$ cat src/cma_consts.svh
`ifndef CMA_CONSTS_SVH
`define CMA_CONSTS_SVH

// ****************************************************************
// Address masks and layout
// ****************************************************************
`define CMA_NARROW_ADDR_MASK 32'h0000FFFF
`define CMA_WIDE_ADDR_MASK 32'h00FFFFFF
`define CMA_VEC_BASE 32'h00000000
`define CMA_IND_AREA_MASK 32'h000000FF
`define CMA_SP_INDEX 3'h7
`define CMA_STEP_B 32'h00000001
`define CMA_STEP_W 32'h00000002
`define CMA_STEP_L 32'h00000004

// ****************************************************************
// Reset values
// ****************************************************************
`define CMA_PC_RESET 32'h00000000
`define CMA_COND_RESET 8'h80
`define CMA_REG_RESET 32'h00000000
`define CMA_CLKSEL_RESET 2'h0

// ****************************************************************
// Multiply state counts
// ****************************************************************
`define CMA_MULU_B_STATES 5'h0C
`define CMA_MULU_W_STATES 5'h14
`define CMA_MULS_B_STATES 5'h0D
`define CMA_MULS_W_STATES 5'h15

`endif

$ cat src/cma_pkg.sv
package cma_pkg;

	typedef enum logic [3:0] {
		CMA_OP_NOP = 4'h0,
		CMA_OP_MOVI = 4'h1,
		CMA_OP_READ = 4'h2,
		CMA_OP_ADDR_DISP = 4'h3,
		CMA_OP_ADDR_POSTINC = 4'h4,
		CMA_OP_ADDR_PREDEC = 4'h5,
		CMA_OP_MUL = 4'h6,
		CMA_OP_JUMP_IND = 4'h7,
		CMA_OP_CALL_IND = 4'h8,
		CMA_OP_EXC = 4'h9,
		CMA_OP_SLEEP = 4'hA,
		CMA_OP_ACCUM = 4'hB,
		CMA_OP_LDPC = 4'hC,
		CMA_OP_LDCOND = 4'hD
	} cma_op_t;

	typedef enum logic [1:0] {
		CMA_SZ_B = 2'h0,
		CMA_SZ_W = 2'h1,
		CMA_SZ_L = 2'h2
	} cma_size_t;

	typedef enum logic [2:0] {
		CMA_ST_IDLE = 3'h0,
		CMA_ST_MUL = 3'h1,
		CMA_ST_PUSH = 3'h2,
		CMA_ST_FETCH = 3'h3,
		CMA_ST_SLEEP = 3'h4
	} cma_state_t;

	typedef struct packed {
		cma_op_t op;
		cma_size_t size;
		logic sgn;
		logic [3:0] rd;
		logic [3:0] rs;
		logic [31:0] imm;
	} cma_cmd_t;

	typedef struct packed {
		logic req;
		logic write;
		cma_size_t size;
		logic [31:0] addr;
		logic [31:0] wdata;
	} cma_mem_req_t;

endpackage

$ cat src/cma_core.sv
// Overview of operation
// - Narrow mode keeps only the low 16 bits of every effective address.
// - Upper register halves hold any value while lower halves address memory.
// - Narrow-mode post-increment or pre-decrement carries or borrows into the upper half.
// - Narrow vectors start at zero, one 16-bit branch address each.
// - Narrow memory-indirect branches read a 16-bit target from the low 256 bytes.
// - Wide mode reaches 16 Mbytes; upper halves extend 32-bit address registers.
// - Wide vectors are 32-bit entries at zero; low 24 bits give the target.
// - Wide memory-indirect operand is a longword whose top byte counts as zero.
// - Calls push the PC, exceptions push PC and condition codes, never extended control state.
// - The core runs narrow or wide, chosen by the mode pin.
// - Sixteen 16-bit registers, also sixteen bytes or eight 32-bit registers.
// - Multiplies take 12 or 20 states unsigned, 13 or 21 signed.
// - Frequent instructions finish in one state.
// - Sleep enters power-down and selects the core clock speed.
// - Accumulator register and its four instructions are absent.
`timescale 1ns/10ps
`default_nettype none
`include "cma_consts.svh"

module cma_core
	import cma_pkg::*;
(
	// Clock and reset
	input wire logic mclk,
	input wire logic arst_n,
	// Mode strap
	input wire logic modePin,
	// Command port
	input wire logic cmdValid,
	input wire cma_pkg::cma_cmd_t cmd,
	output logic cmdReady,
	output logic done,
	output logic illegalOp,
	output logic [31:0] result,
	// Memory port
	output cma_pkg::cma_mem_req_t memReq,
	input wire logic memAck,
	input wire logic [31:0] memRdata,
	// Power and status
	input wire logic wake,
	output logic powerDown,
	output logic [1:0] clkSel,
	output logic modeWide,
	output logic [31:0] pc
);

	// ****************************************************************
	// Helpers
	// ****************************************************************
	function automatic logic [31:0] maskAddr(input logic wide, input logic [31:0] a);
		maskAddr = a & (wide ? `CMA_WIDE_ADDR_MASK : `CMA_NARROW_ADDR_MASK);
	endfunction

	// Byte index bit 3 picks the low byte; word index bit 3 picks the upper half
	function automatic logic [31:0] getSized(input logic [31:0] v, input logic [3:0] idx, input cma_size_t sz);
		unique case (sz)
			CMA_SZ_B: getSized = {24'h000000, idx[3] ? v[7:0] : v[15:8]};
			CMA_SZ_W: getSized = {16'h0000, idx[3] ? v[31:16] : v[15:0]};
			default: getSized = v;
		endcase
	endfunction

	function automatic logic [31:0] putSized(input logic [31:0] v, input logic [3:0] idx, input cma_size_t sz,
		input logic [31:0] d);
		unique case (sz)
			CMA_SZ_B: putSized = idx[3] ? {v[31:8], d[7:0]} : {v[31:16], d[7:0], v[7:0]};
			CMA_SZ_W: putSized = idx[3] ? {d[15:0], v[15:0]} : {v[31:16], d[15:0]};
			default: putSized = d;
		endcase
	endfunction

	function automatic logic [31:0] stepOf(input cma_size_t sz);
		unique case (sz)
			CMA_SZ_B: stepOf = `CMA_STEP_B;
			CMA_SZ_W: stepOf = `CMA_STEP_W;
			default: stepOf = `CMA_STEP_L;
		endcase
	endfunction

	// ****************************************************************
	// State
	// ****************************************************************
	logic [31:0] longReg [8];
	logic [31:0] next_longReg [8];
	cma_state_t state, next_state;
	logic captured, next_captured;
	logic next_modeWide, next_cmdReady, next_done, next_illegalOp, next_powerDown;
	logic [1:0] next_clkSel;
	logic [31:0] next_result, next_pc;
	logic [7:0] condCode, next_condCode;
	cma_mem_req_t next_memReq;
	logic [1:0] pushLeft, next_pushLeft;
	logic isExc, next_isExc;
	logic [31:0] fetchAddr, next_fetchAddr;
	logic [3:0] dstIdx, next_dstIdx;
	logic dstWord, next_dstWord;
	logic take, mulStart, mulDone;
	logic [31:0] mulProduct, mulBFull;
	logic [15:0] mulA, mulB;
	logic [31:0] sp, base, pushStep;

	assign take = cmdValid && cmdReady;
	assign mulStart = take && (cmd.op == CMA_OP_MUL);
	assign sp = longReg[`CMA_SP_INDEX];
	assign base = longReg[cmd.rd[2:0]];
	assign pushStep = modeWide ? `CMA_STEP_L : `CMA_STEP_W;
	assign mulA = (cmd.size == CMA_SZ_B) ? {8'h00, base[7:0]} : base[15:0];
	assign mulBFull = getSized(longReg[cmd.rs[2:0]], cmd.rs, (cmd.size == CMA_SZ_B) ? CMA_SZ_B : CMA_SZ_W);
	assign mulB = mulBFull[15:0];

	cma_mul_unit u_mul (
		.mclk(mclk),
		.arst_n(arst_n),
		.start(mulStart),
		.sgn(cmd.sgn),
		.word(cmd.size != CMA_SZ_B),
		.opA(mulA),
		.opB(mulB),
		.done(mulDone),
		.product(mulProduct)
	);

	// ****************************************************************
	// Next-state logic
	// ****************************************************************
	always_comb
	begin
		next_longReg = longReg;
		next_state = state;
		next_captured = 1'b1;
		next_modeWide = captured ? modeWide : modePin;
		next_done = 1'b0;
		next_illegalOp = 1'b0;
		next_powerDown = powerDown;
		next_clkSel = clkSel;
		next_result = result;
		next_pc = pc;
		next_condCode = condCode;
		next_memReq = memReq;
		next_pushLeft = pushLeft;
		next_isExc = isExc;
		next_fetchAddr = fetchAddr;
		next_dstIdx = dstIdx;
		next_dstWord = dstWord;
		unique case (state)
			CMA_ST_IDLE:
			begin
				if (take)
				begin
					unique case (cmd.op)
						CMA_OP_NOP: next_done = 1'b1;
						CMA_OP_MOVI:
						begin
							// Any half may be written freely, whatever its partner holds
							next_longReg[cmd.rd[2:0]] = putSized(base, cmd.rd, cmd.size, cmd.imm);
							next_done = 1'b1;
						end
						CMA_OP_READ:
						begin
							next_result = getSized(base, cmd.rd, cmd.size);
							next_done = 1'b1;
						end
						CMA_OP_ADDR_DISP:
						begin
							next_result = maskAddr(modeWide, base + cmd.imm);
							next_done = 1'b1;
						end
						CMA_OP_ADDR_POSTINC:
						begin
							next_result = maskAddr(modeWide, base);
							// Full 32-bit update: a carry out of the low half lands in the upper half
							next_longReg[cmd.rd[2:0]] = base + stepOf(cmd.size);
							next_done = 1'b1;
						end
						CMA_OP_ADDR_PREDEC:
						begin
							next_result = maskAddr(modeWide, base - stepOf(cmd.size));
							next_longReg[cmd.rd[2:0]] = base - stepOf(cmd.size);
							next_done = 1'b1;
						end
						CMA_OP_MUL:
						begin
							next_dstIdx = cmd.rd;
							next_dstWord = (cmd.size != CMA_SZ_B);
							next_state = CMA_ST_MUL;
						end
						CMA_OP_JUMP_IND:
						begin
							// A stale exception flag would misclassify this fetch
							next_isExc = 1'b0;
							next_fetchAddr = {24'h000000, cmd.imm[7:0]} & `CMA_IND_AREA_MASK;
							next_memReq = '{req: 1'b1, write: 1'b0, size: modeWide ? CMA_SZ_L : CMA_SZ_W,
								addr: {24'h000000, cmd.imm[7:0]}, wdata: 32'h00000000};
							next_state = CMA_ST_FETCH;
						end
						CMA_OP_CALL_IND, CMA_OP_EXC:
						begin
							next_isExc = (cmd.op == CMA_OP_EXC);
							if (cmd.op == CMA_OP_EXC)
								next_fetchAddr = modeWide ? `CMA_VEC_BASE + {22'h000000, cmd.imm[7:0], 2'h0}
									: `CMA_VEC_BASE + {23'h000000, cmd.imm[7:0], 1'h0};
							else
								next_fetchAddr = {24'h000000, cmd.imm[7:0]};
							// Narrow exceptions need a second word for the condition codes
							next_pushLeft = (cmd.op == CMA_OP_EXC && !modeWide) ? 2'h2 : 2'h1;
							next_longReg[`CMA_SP_INDEX] = sp - pushStep;
							// Wide exception frame packs condition codes above the 24-bit PC
							next_memReq = '{req: 1'b1, write: 1'b1, size: modeWide ? CMA_SZ_L : CMA_SZ_W,
								addr: maskAddr(modeWide, sp - pushStep),
								wdata: modeWide ? {(cmd.op == CMA_OP_EXC) ? condCode : 8'h00, pc[23:0]}
									: {16'h0000, pc[15:0]}};
							next_state = CMA_ST_PUSH;
						end
						CMA_OP_SLEEP:
						begin
							next_powerDown = 1'b1;
							next_clkSel = cmd.imm[1:0];
							next_state = CMA_ST_SLEEP;
						end
						CMA_OP_ACCUM: next_illegalOp = 1'b1;
						CMA_OP_LDPC:
						begin
							next_pc = maskAddr(modeWide, cmd.imm);
							next_done = 1'b1;
						end
						CMA_OP_LDCOND:
						begin
							next_condCode = cmd.imm[7:0];
							next_done = 1'b1;
						end
						default: next_illegalOp = 1'b1;
					endcase
				end
			end
			CMA_ST_MUL:
			begin
				if (mulDone)
				begin
					if (dstWord)
						next_longReg[dstIdx[2:0]] = mulProduct;
					else
						next_longReg[dstIdx[2:0]] = putSized(longReg[dstIdx[2:0]], dstIdx, CMA_SZ_W, mulProduct);
					next_result = mulProduct;
					next_done = 1'b1;
					next_state = CMA_ST_IDLE;
				end
			end
			CMA_ST_PUSH:
			begin
				if (memAck)
				begin
					if (pushLeft == 2'h2)
					begin
						// Only the PC and condition codes are ever stacked
						next_pushLeft = 2'h1;
						next_longReg[`CMA_SP_INDEX] = sp - pushStep;
						next_memReq = '{req: 1'b1, write: 1'b1, size: CMA_SZ_W,
							addr: maskAddr(modeWide, sp - pushStep), wdata: {16'h0000, condCode, condCode}};
					end
					else
					begin
						next_pushLeft = 2'h0;
						next_memReq = '{req: 1'b1, write: 1'b0, size: modeWide ? CMA_SZ_L : CMA_SZ_W,
							addr: fetchAddr, wdata: 32'h00000000};
						next_state = CMA_ST_FETCH;
					end
				end
			end
			CMA_ST_FETCH:
			begin
				if (memAck)
				begin
					next_memReq.req = 1'b0;
					next_pc = maskAddr(modeWide, memRdata);
					next_result = maskAddr(modeWide, memRdata);
					next_done = 1'b1;
					next_state = CMA_ST_IDLE;
				end
			end
			CMA_ST_SLEEP:
			begin
				if (wake)
				begin
					next_powerDown = 1'b0;
					next_done = 1'b1;
					next_state = CMA_ST_IDLE;
				end
			end
			default: next_state = CMA_ST_IDLE;
		endcase
		next_cmdReady = captured && (next_state == CMA_ST_IDLE);
	end

	// ****************************************************************
	// Registers
	// ****************************************************************
	always_ff @(posedge mclk or negedge arst_n)
	begin
		if (!arst_n)
		begin
			for (int i = 0; i < 8; i++)
				longReg[i] <= `CMA_REG_RESET;
			state <= CMA_ST_IDLE;
			captured <= 1'b0;
			modeWide <= 1'b0;
			cmdReady <= 1'b0;
			done <= 1'b0;
			illegalOp <= 1'b0;
			powerDown <= 1'b0;
			clkSel <= `CMA_CLKSEL_RESET;
			result <= 32'h00000000;
			pc <= `CMA_PC_RESET;
			condCode <= `CMA_COND_RESET;
			memReq <= '0;
			pushLeft <= 2'h0;
			isExc <= 1'b0;
			fetchAddr <= 32'h00000000;
			dstIdx <= 4'h0;
			dstWord <= 1'b0;
		end
		else
		begin
			longReg <= next_longReg;
			state <= next_state;
			captured <= next_captured;
			modeWide <= next_modeWide;
			cmdReady <= next_cmdReady;
			done <= next_done;
			illegalOp <= next_illegalOp;
			powerDown <= next_powerDown;
			clkSel <= next_clkSel;
			result <= next_result;
			pc <= next_pc;
			condCode <= next_condCode;
			memReq <= next_memReq;
			pushLeft <= next_pushLeft;
			isExc <= next_isExc;
			fetchAddr <= next_fetchAddr;
			dstIdx <= next_dstIdx;
			dstWord <= next_dstWord;
		end
	end
endmodule // cma_core

`default_nettype wire

$ cat src/cma_mul_unit.sv
`timescale 1ns/10ps
`default_nettype none
`include "cma_consts.svh"

module cma_mul_unit
	import cma_pkg::*;
(
	// Clock and reset
	input wire logic mclk,
	input wire logic arst_n,
	// Request
	input wire logic start,
	input wire logic sgn,
	input wire logic word,
	input wire logic [15:0] opA,
	input wire logic [15:0] opB,
	// Answer
	output logic done,
	output logic [31:0] product
);

	logic [4:0] cnt, next_cnt;
	logic running, next_running;
	logic next_done;
	logic [31:0] next_product;
	logic sgnQ, next_sgnQ;
	logic wordQ, next_wordQ;
	logic [15:0] aQ, next_aQ;
	logic [15:0] bQ, next_bQ;
	logic [16:0] extA, extB;
	logic signed [33:0] full;

	// Sign or zero extension to a common 17-bit signed form
	always_comb
	begin
		extA = wordQ ? {sgnQ & aQ[15], aQ} : {{9{sgnQ & aQ[7]}}, aQ[7:0]};
		extB = wordQ ? {sgnQ & bQ[15], bQ} : {{9{sgnQ & bQ[7]}}, bQ[7:0]};
		full = $signed(extA) * $signed(extB);
	end

	// Count leaves two states for the issue edge and the write-back edge
	always_comb
	begin
		next_cnt = cnt;
		next_running = running;
		next_done = 1'b0;
		next_product = product;
		next_sgnQ = sgnQ;
		next_wordQ = wordQ;
		next_aQ = aQ;
		next_bQ = bQ;
		if (start)
		begin
			next_running = 1'b1;
			next_sgnQ = sgn;
			next_wordQ = word;
			next_aQ = opA;
			next_bQ = opB;
			if (word)
				next_cnt = (sgn ? `CMA_MULS_W_STATES : `CMA_MULU_W_STATES) - 5'h02;
			else
				next_cnt = (sgn ? `CMA_MULS_B_STATES : `CMA_MULU_B_STATES) - 5'h02;
		end
		else if (running)
		begin
			if (cnt == 5'h01)
			begin
				next_running = 1'b0;
				next_done = 1'b1;
				next_product = full[31:0];
			end
			else
				next_cnt = cnt - 5'h01;
		end
	end

	always_ff @(posedge mclk or negedge arst_n)
	begin
		if (!arst_n)
		begin
			cnt <= 5'h00;
			running <= 1'b0;
			done <= 1'b0;
			product <= 32'h00000000;
			sgnQ <= 1'b0;
			wordQ <= 1'b0;
			aQ <= 16'h0000;
			bQ <= 16'h0000;
		end
		else
		begin
			cnt <= next_cnt;
			running <= next_running;
			done <= next_done;
			product <= next_product;
			sgnQ <= next_sgnQ;
			wordQ <= next_wordQ;
			aQ <= next_aQ;
			bQ <= next_bQ;
		end
	end

endmodule // cma_mul_unit

`default_nettype wire

$ cat config.mk
export PLATFORM = sky130hd
export DESIGN_NAME = cma_core
export DESIGN_NICKNAME = d
export VERILOG_FILES = /design/src/cma_pkg.sv /design/src/cma_core.sv /design/src/cma_mul_unit.sv
export VERILOG_INCLUDE_DIRS = /design/src /design/src/src
export SDC_FILE = /design/constraint.sdc
export NUM_CORES = 2
export LEC_CHECK = 0
export BUFFER_PORTS_ARGS = -buffer_cell sky130_fd_sc_hd__buf_2
export CAP_MARGIN = 5
export CORE_MARGIN = 2
export CORE_UTILIZATION = 35
export CTS_BUF_LIST = sky130_fd_sc_hd__clkbuf_8
export DETAILED_ROUTE_END_ITERATION = 16
export MAX_ROUTING_LAYER = met4
export PLACE_DENSITY_LB_ADDON = 0.08
export SYNTH_ARGS = -nofsm -noshare
export SYNTH_HDL_FRONTEND = slang
export SYNTH_SLANG_ARGS = --single-unit
export TNS_END_PERCENT = 20
$ cat constraint.sdc
create_clock -name mclk -period 7.5 [get_ports mclk]
set_input_delay 1.5 -clock mclk [delete_from_list [all_inputs] [get_ports mclk]]
set_output_delay 1.5 -clock mclk [all_outputs]
set_load 0.01 [all_outputs]
==> impl_metrics.py <==
metrics = {
    "status": {
        "status": "finished, violations left",
        "failed_checks": "max-capacitance violations, max-slew violations",
    },
    "synthesis": {
        "yosysWarnings": 0,
        "syn_area_um2": 47300,
        "ys_async_sr_fraction_pct": 100,
        "ys_seq_area_share_pct": 25.5,
        "ys_ff_latch": 481,
        "synth_edf_count": 0,
        "synth.distinct_cells": 116,
        "syn-instance-count": 5585,
        "synthFlopType": "dfrtp_1",
        "syn_avg_cell_area_um2": 8.46,
    },
    "min_path": {
        "hold_depth": 1,
        "hold_end": "memReq[33]",
        "hold_path_class": "register to register",
        "min_from": "memReq[33]",
    },
    "route": {
        "vias": 49400,
        "drtIter0Drc": 6833,
        "drtAntennaViolNets": 0,
        "firstDrtPassIters": 9,
        "vias_per_cell": 6.49,
        "wl_per_cell_um": 33.8,
        "drt_wl_total_um": 258000,
        "drc_errors": 0,
    },
    "power": {
        "internal_power_uw": 8110,
        "p_switching_uw": 9120,
        "vdd_drop_max_mv": 0.256,
        "power_density_nw_per_um2": 324,
        "switching_share_pct": 52.9,
        "p_leak_uw": 0.0234,
        "combPwrFrac_pct": 55.2,
        "p_clk_share_pct": 16.3,
        "seq_power_share_pct": 28.5,
    },
    "finish": {
        "seq_area_um2": 12000,
        "multi_input_area_um2": 32200,
        "fill_cells": 13800,
        "drive_above_1_share_pct": 16.4,
        "nets": 6243,
        "utilization_pct": 39.8,
        "synthToLayoutAreaGrowth_pct": 12.6,
    },
    "floorplan": {
        "ios": 224,
        "initial_core_util_pct": 35.3,
        "die_area_um2": 138000,
        "rows": 134,
        "coreArea_um2": 134000,
        "die_y_um": 372,
        "die_w_um": 372,
    },
    "worst_setup_path": {
        "rr_worst_depth": 22,
        "critPathMaxFanout": 29,
        "required_ns": 8.26,
        "cp-end-kind": "register",
        "critPathKind": "register to register",
        "rr_endpoint": "u_mul.product[30]",
        "r2r_slack_ns": 0.50,
        "start_kind": "register",
        "worstPathArrival_ns": 7.75,
        "rr_startpoint": "u_mul.wordQ",
    },
    "timing": {
        "period_needed_ns": 7.00,
        "fmax_mhz": 143,
        "finClkSkew_ns": 0.0814,
        "slew_headroom_pct": -0.968,
        "rsz0062_at_grt": "no",
        "tns_ns": 0,
        "worst_slew_pin_slew_ns": 1.50,
        "setup_viol": 0,
        "finalHoldViolations": 0,
        "finalCritPeriodShare_pct": 93.3,
        "slew_violations": 1,
    },
    "cts": {
        "htree_levels": 3,
        "cts_tree": "yes",
        "clockRootBuffer": "clkbuf_8",
        "cts_made_buffers": 94,
        "path_clk_slew_ns": 0.06,
        "worstSkewPairLatency_ns": 0.87,
        "cts.sinks": 481,
        "postCtsHoldBufs": 0,
        "clockBufferDepth": 3,
    },
    "flow_run": {
        "max_cap_violations": 1,
    },
    "placement": {
        "hpwl_um": 187000,
        "finalWeightedCongestion": 1.05,
        "portBuffers": 199,
    },
    "global_route": {
        "grt_use_total_pct": 37.8,
        "use_met1_pct": 48.4,
        "antenna_found_initial": 15,
        "grt_pass1_vias": 47300,
        "met2_usage_pct": 51.5,
        "grt_max_degree": 149,
        "top_usage_layer": "met2",
        "grt_use_met3_pct": 13.4,
        "overflow": 0,
        "grt_pass1_wl_um": 362000,
    },
}
## cell usage after synthesis (all sizes together), types with 26 or more instances
| cell type | count | area share [%] |
|---|---|---|
| a211oi | 44 | 0.73 |
| a21o | 41 | 0.65 |
| a21oi | 293 | 3.1 |
| a221oi | 58 | 1.1 |
| a22oi | 325 | 5.2 |
| a31oi | 81 | 1.1 |
| and2 | 125 | 1.7 |
| and3 | 30 | 0.40 |
| buf | 94 | 1.3 |
| clkbuf | 366 | 2.9 |
| dfrtp | 480 | 25 |
| fa | 286 | 12 |
| ha | 115 | 3.0 |
| inv | 366 | 2.9 |
| mux2 | 63 | 1.5 |
| mux2i | 106 | 2.3 |
| mux4 | 86 | 4.1 |
| nand2 | 698 | 5.6 |
| nand2b | 39 | 0.52 |
| nand3 | 113 | 1.2 |
| nand4 | 27 | 0.40 |
| nor2 | 396 | 3.1 |
| nor2b | 26 | 0.34 |
| nor3 | 67 | 0.76 |
| nor4 | 30 | 0.53 |
| o211ai | 64 | 1.1 |
| o21a | 41 | 0.65 |
| o21ai | 542 | 5.9 |
| o221ai | 99 | 1.8 |
| o22ai | 51 | 0.69 |
| o31ai | 28 | 0.47 |
| xnor2 | 79 | 1.5 |
| xor2 | 27 | 0.50 |
## flip-flops by register name, indices dropped and copies added (netlist names), 2 cells and up
register / count
result: 32
pc: 24
u_mul.aQ: 16
fetchAddr: 10
sp: 32
u_mul.cnt: 5
state: 3
pushLeft: 2
memReq: 60
u_mul.product: 32
clkSel: 2
longReg: 224
u_mul.bQ: 16
condCode: 8
dstIdx: 4
## cells by family after synthesis
logic type      after synthesis  synth area share [%]
compound gates             1859                  26.3
mux                         255                  7.88
xor+xnor                    106                  1.96
fa+ha+maj                   401                  15.2
simple gates               1649                  16.1
buf+inv                     832                  7.16
flops                       481                  25.5
other cells                   2                0.0159
## timing repair
item                       CTS  global route
setup endpoints to repair    0             8
buffers inserted             0             0
resized for setup            0             9
## cell type report
| cell class | count | share of cell area, % |
|---|---|---|
| diodes | 21 | 0.0987 |
| repair buffers | 521 | 6.57 |
| clock inverters | 51 | 0.541 |
| well taps | 1768 | 4.16 |
| flip-flops and latches | 481 | 22.6 |
| clock buffers | 114 | 2.95 |
| inverters | 372 | 2.63 |
| multi-input cells | 4287 | 60.4 |
## routing by layer
layer / wire length (um) / vias up
met1: 103000 / 24600
met4: 17500 / 0
met2: 104000 / 3338
li1: - / 20600
met5: 0 / -
met3: 33100 / 877
## power groups by stage
| stage | sequential, uW | combinational [uW] | clock, uW |
|---|---|---|---|
| floorplan | 4300 | 5510 | 0 |
| global placement | 4890 | 9120 | 0 |
| detailed placement | 4890 | 9150 | 0 |
| CTS | 4860 | 9190 | 2840 |
| global route | 5010 | 10000 | 2940 |
| finish | 4920 | 9510 | 2810 |
## per-stage QoR
stage               worst slack, ns  area (um2)  hold WS [ns]  power [uW]  std cells
floorplan                     0.913       47300         0.449        9820       5600
global placement              0.304       51300         0.456       14000       7429
detailed placement            0.273       51300         0.461       14000       7429
CTS                           0.222       53100         0.474       16900       7594
global route                  0.104       53200         0.501       18000       7607
finish                        0.504       53200         0.469       17200       7615
## placed cells by master, fill, tap and decap left out, types with 79 or more instances in the layout
cell / synthesis / routed
nand2_1: 696 / 682
dfrtp_1: 480 / 480
o21ai_0: 448 / 446
inv_1: 358 / 395
nor2_1: 396 / 385
a22oi_1: 324 / 324
buf_4: 26 / 322
a21oi_1: 290 / 288
fa_1: 286 / 286
buf_2: 22 / 193
and2_1: 125 / 124
ha_1: 115 / 115
clkbuf_8: 0 / 114
nand3_1: 112 / 111
mux2i_1: 103 / 102
o221ai_1: 99 / 98
mux4_2: 86 / 86
a31oi_1: 80 / 80
xnor2_1: 79 / 79
## critical path, cell delays in order, from the launching register on
cell,delay [ns]
dfrtp_1,0.38
buf_4,0.23
nand2_1,0.16
a21boi_0,0.10
buf_4,0.20
nand2_1,0.14
inv_1,0.12
fa_1,0.74
inv_1,0.15
fa_1,0.64
inv_1,0.15
fa_1,0.48
fa_1,0.57
fa_1,0.43
fa_1,0.46
ha_1,0.40
nand3_1,0.23
a32o_1,0.33
a211oi_2,0.30
o21ai_0,0.16
a21boi_1,0.27
nand4b_1,0.13
o211ai_1,0.11
## how the worst max path moves through the flow
| stage | from | slack, ns | depth (start not counted) | endpoint |
|---|---|---|---|---|
| 2_1_floorplan | u_mul.wordQ | 0.91 | 27 | u_mul.product[30] |
| 3_3_place_gp | u_mul.sgnQ | 0.30 | 24 | u_mul.product[30] |
| 3_5_place_dp | u_mul.sgnQ | 0.27 | 24 | u_mul.product[30] |
| 4_1_cts | u_mul.sgnQ | 0.22 | 24 | u_mul.product[30] |
| 5_1_grt | u_mul.sgnQ | 0.10 | 25 | u_mul.product[31] |
| 6_report | u_mul.wordQ | 0.50 | 22 | u_mul.product[30] |
(Power assumes the default switching activity.)
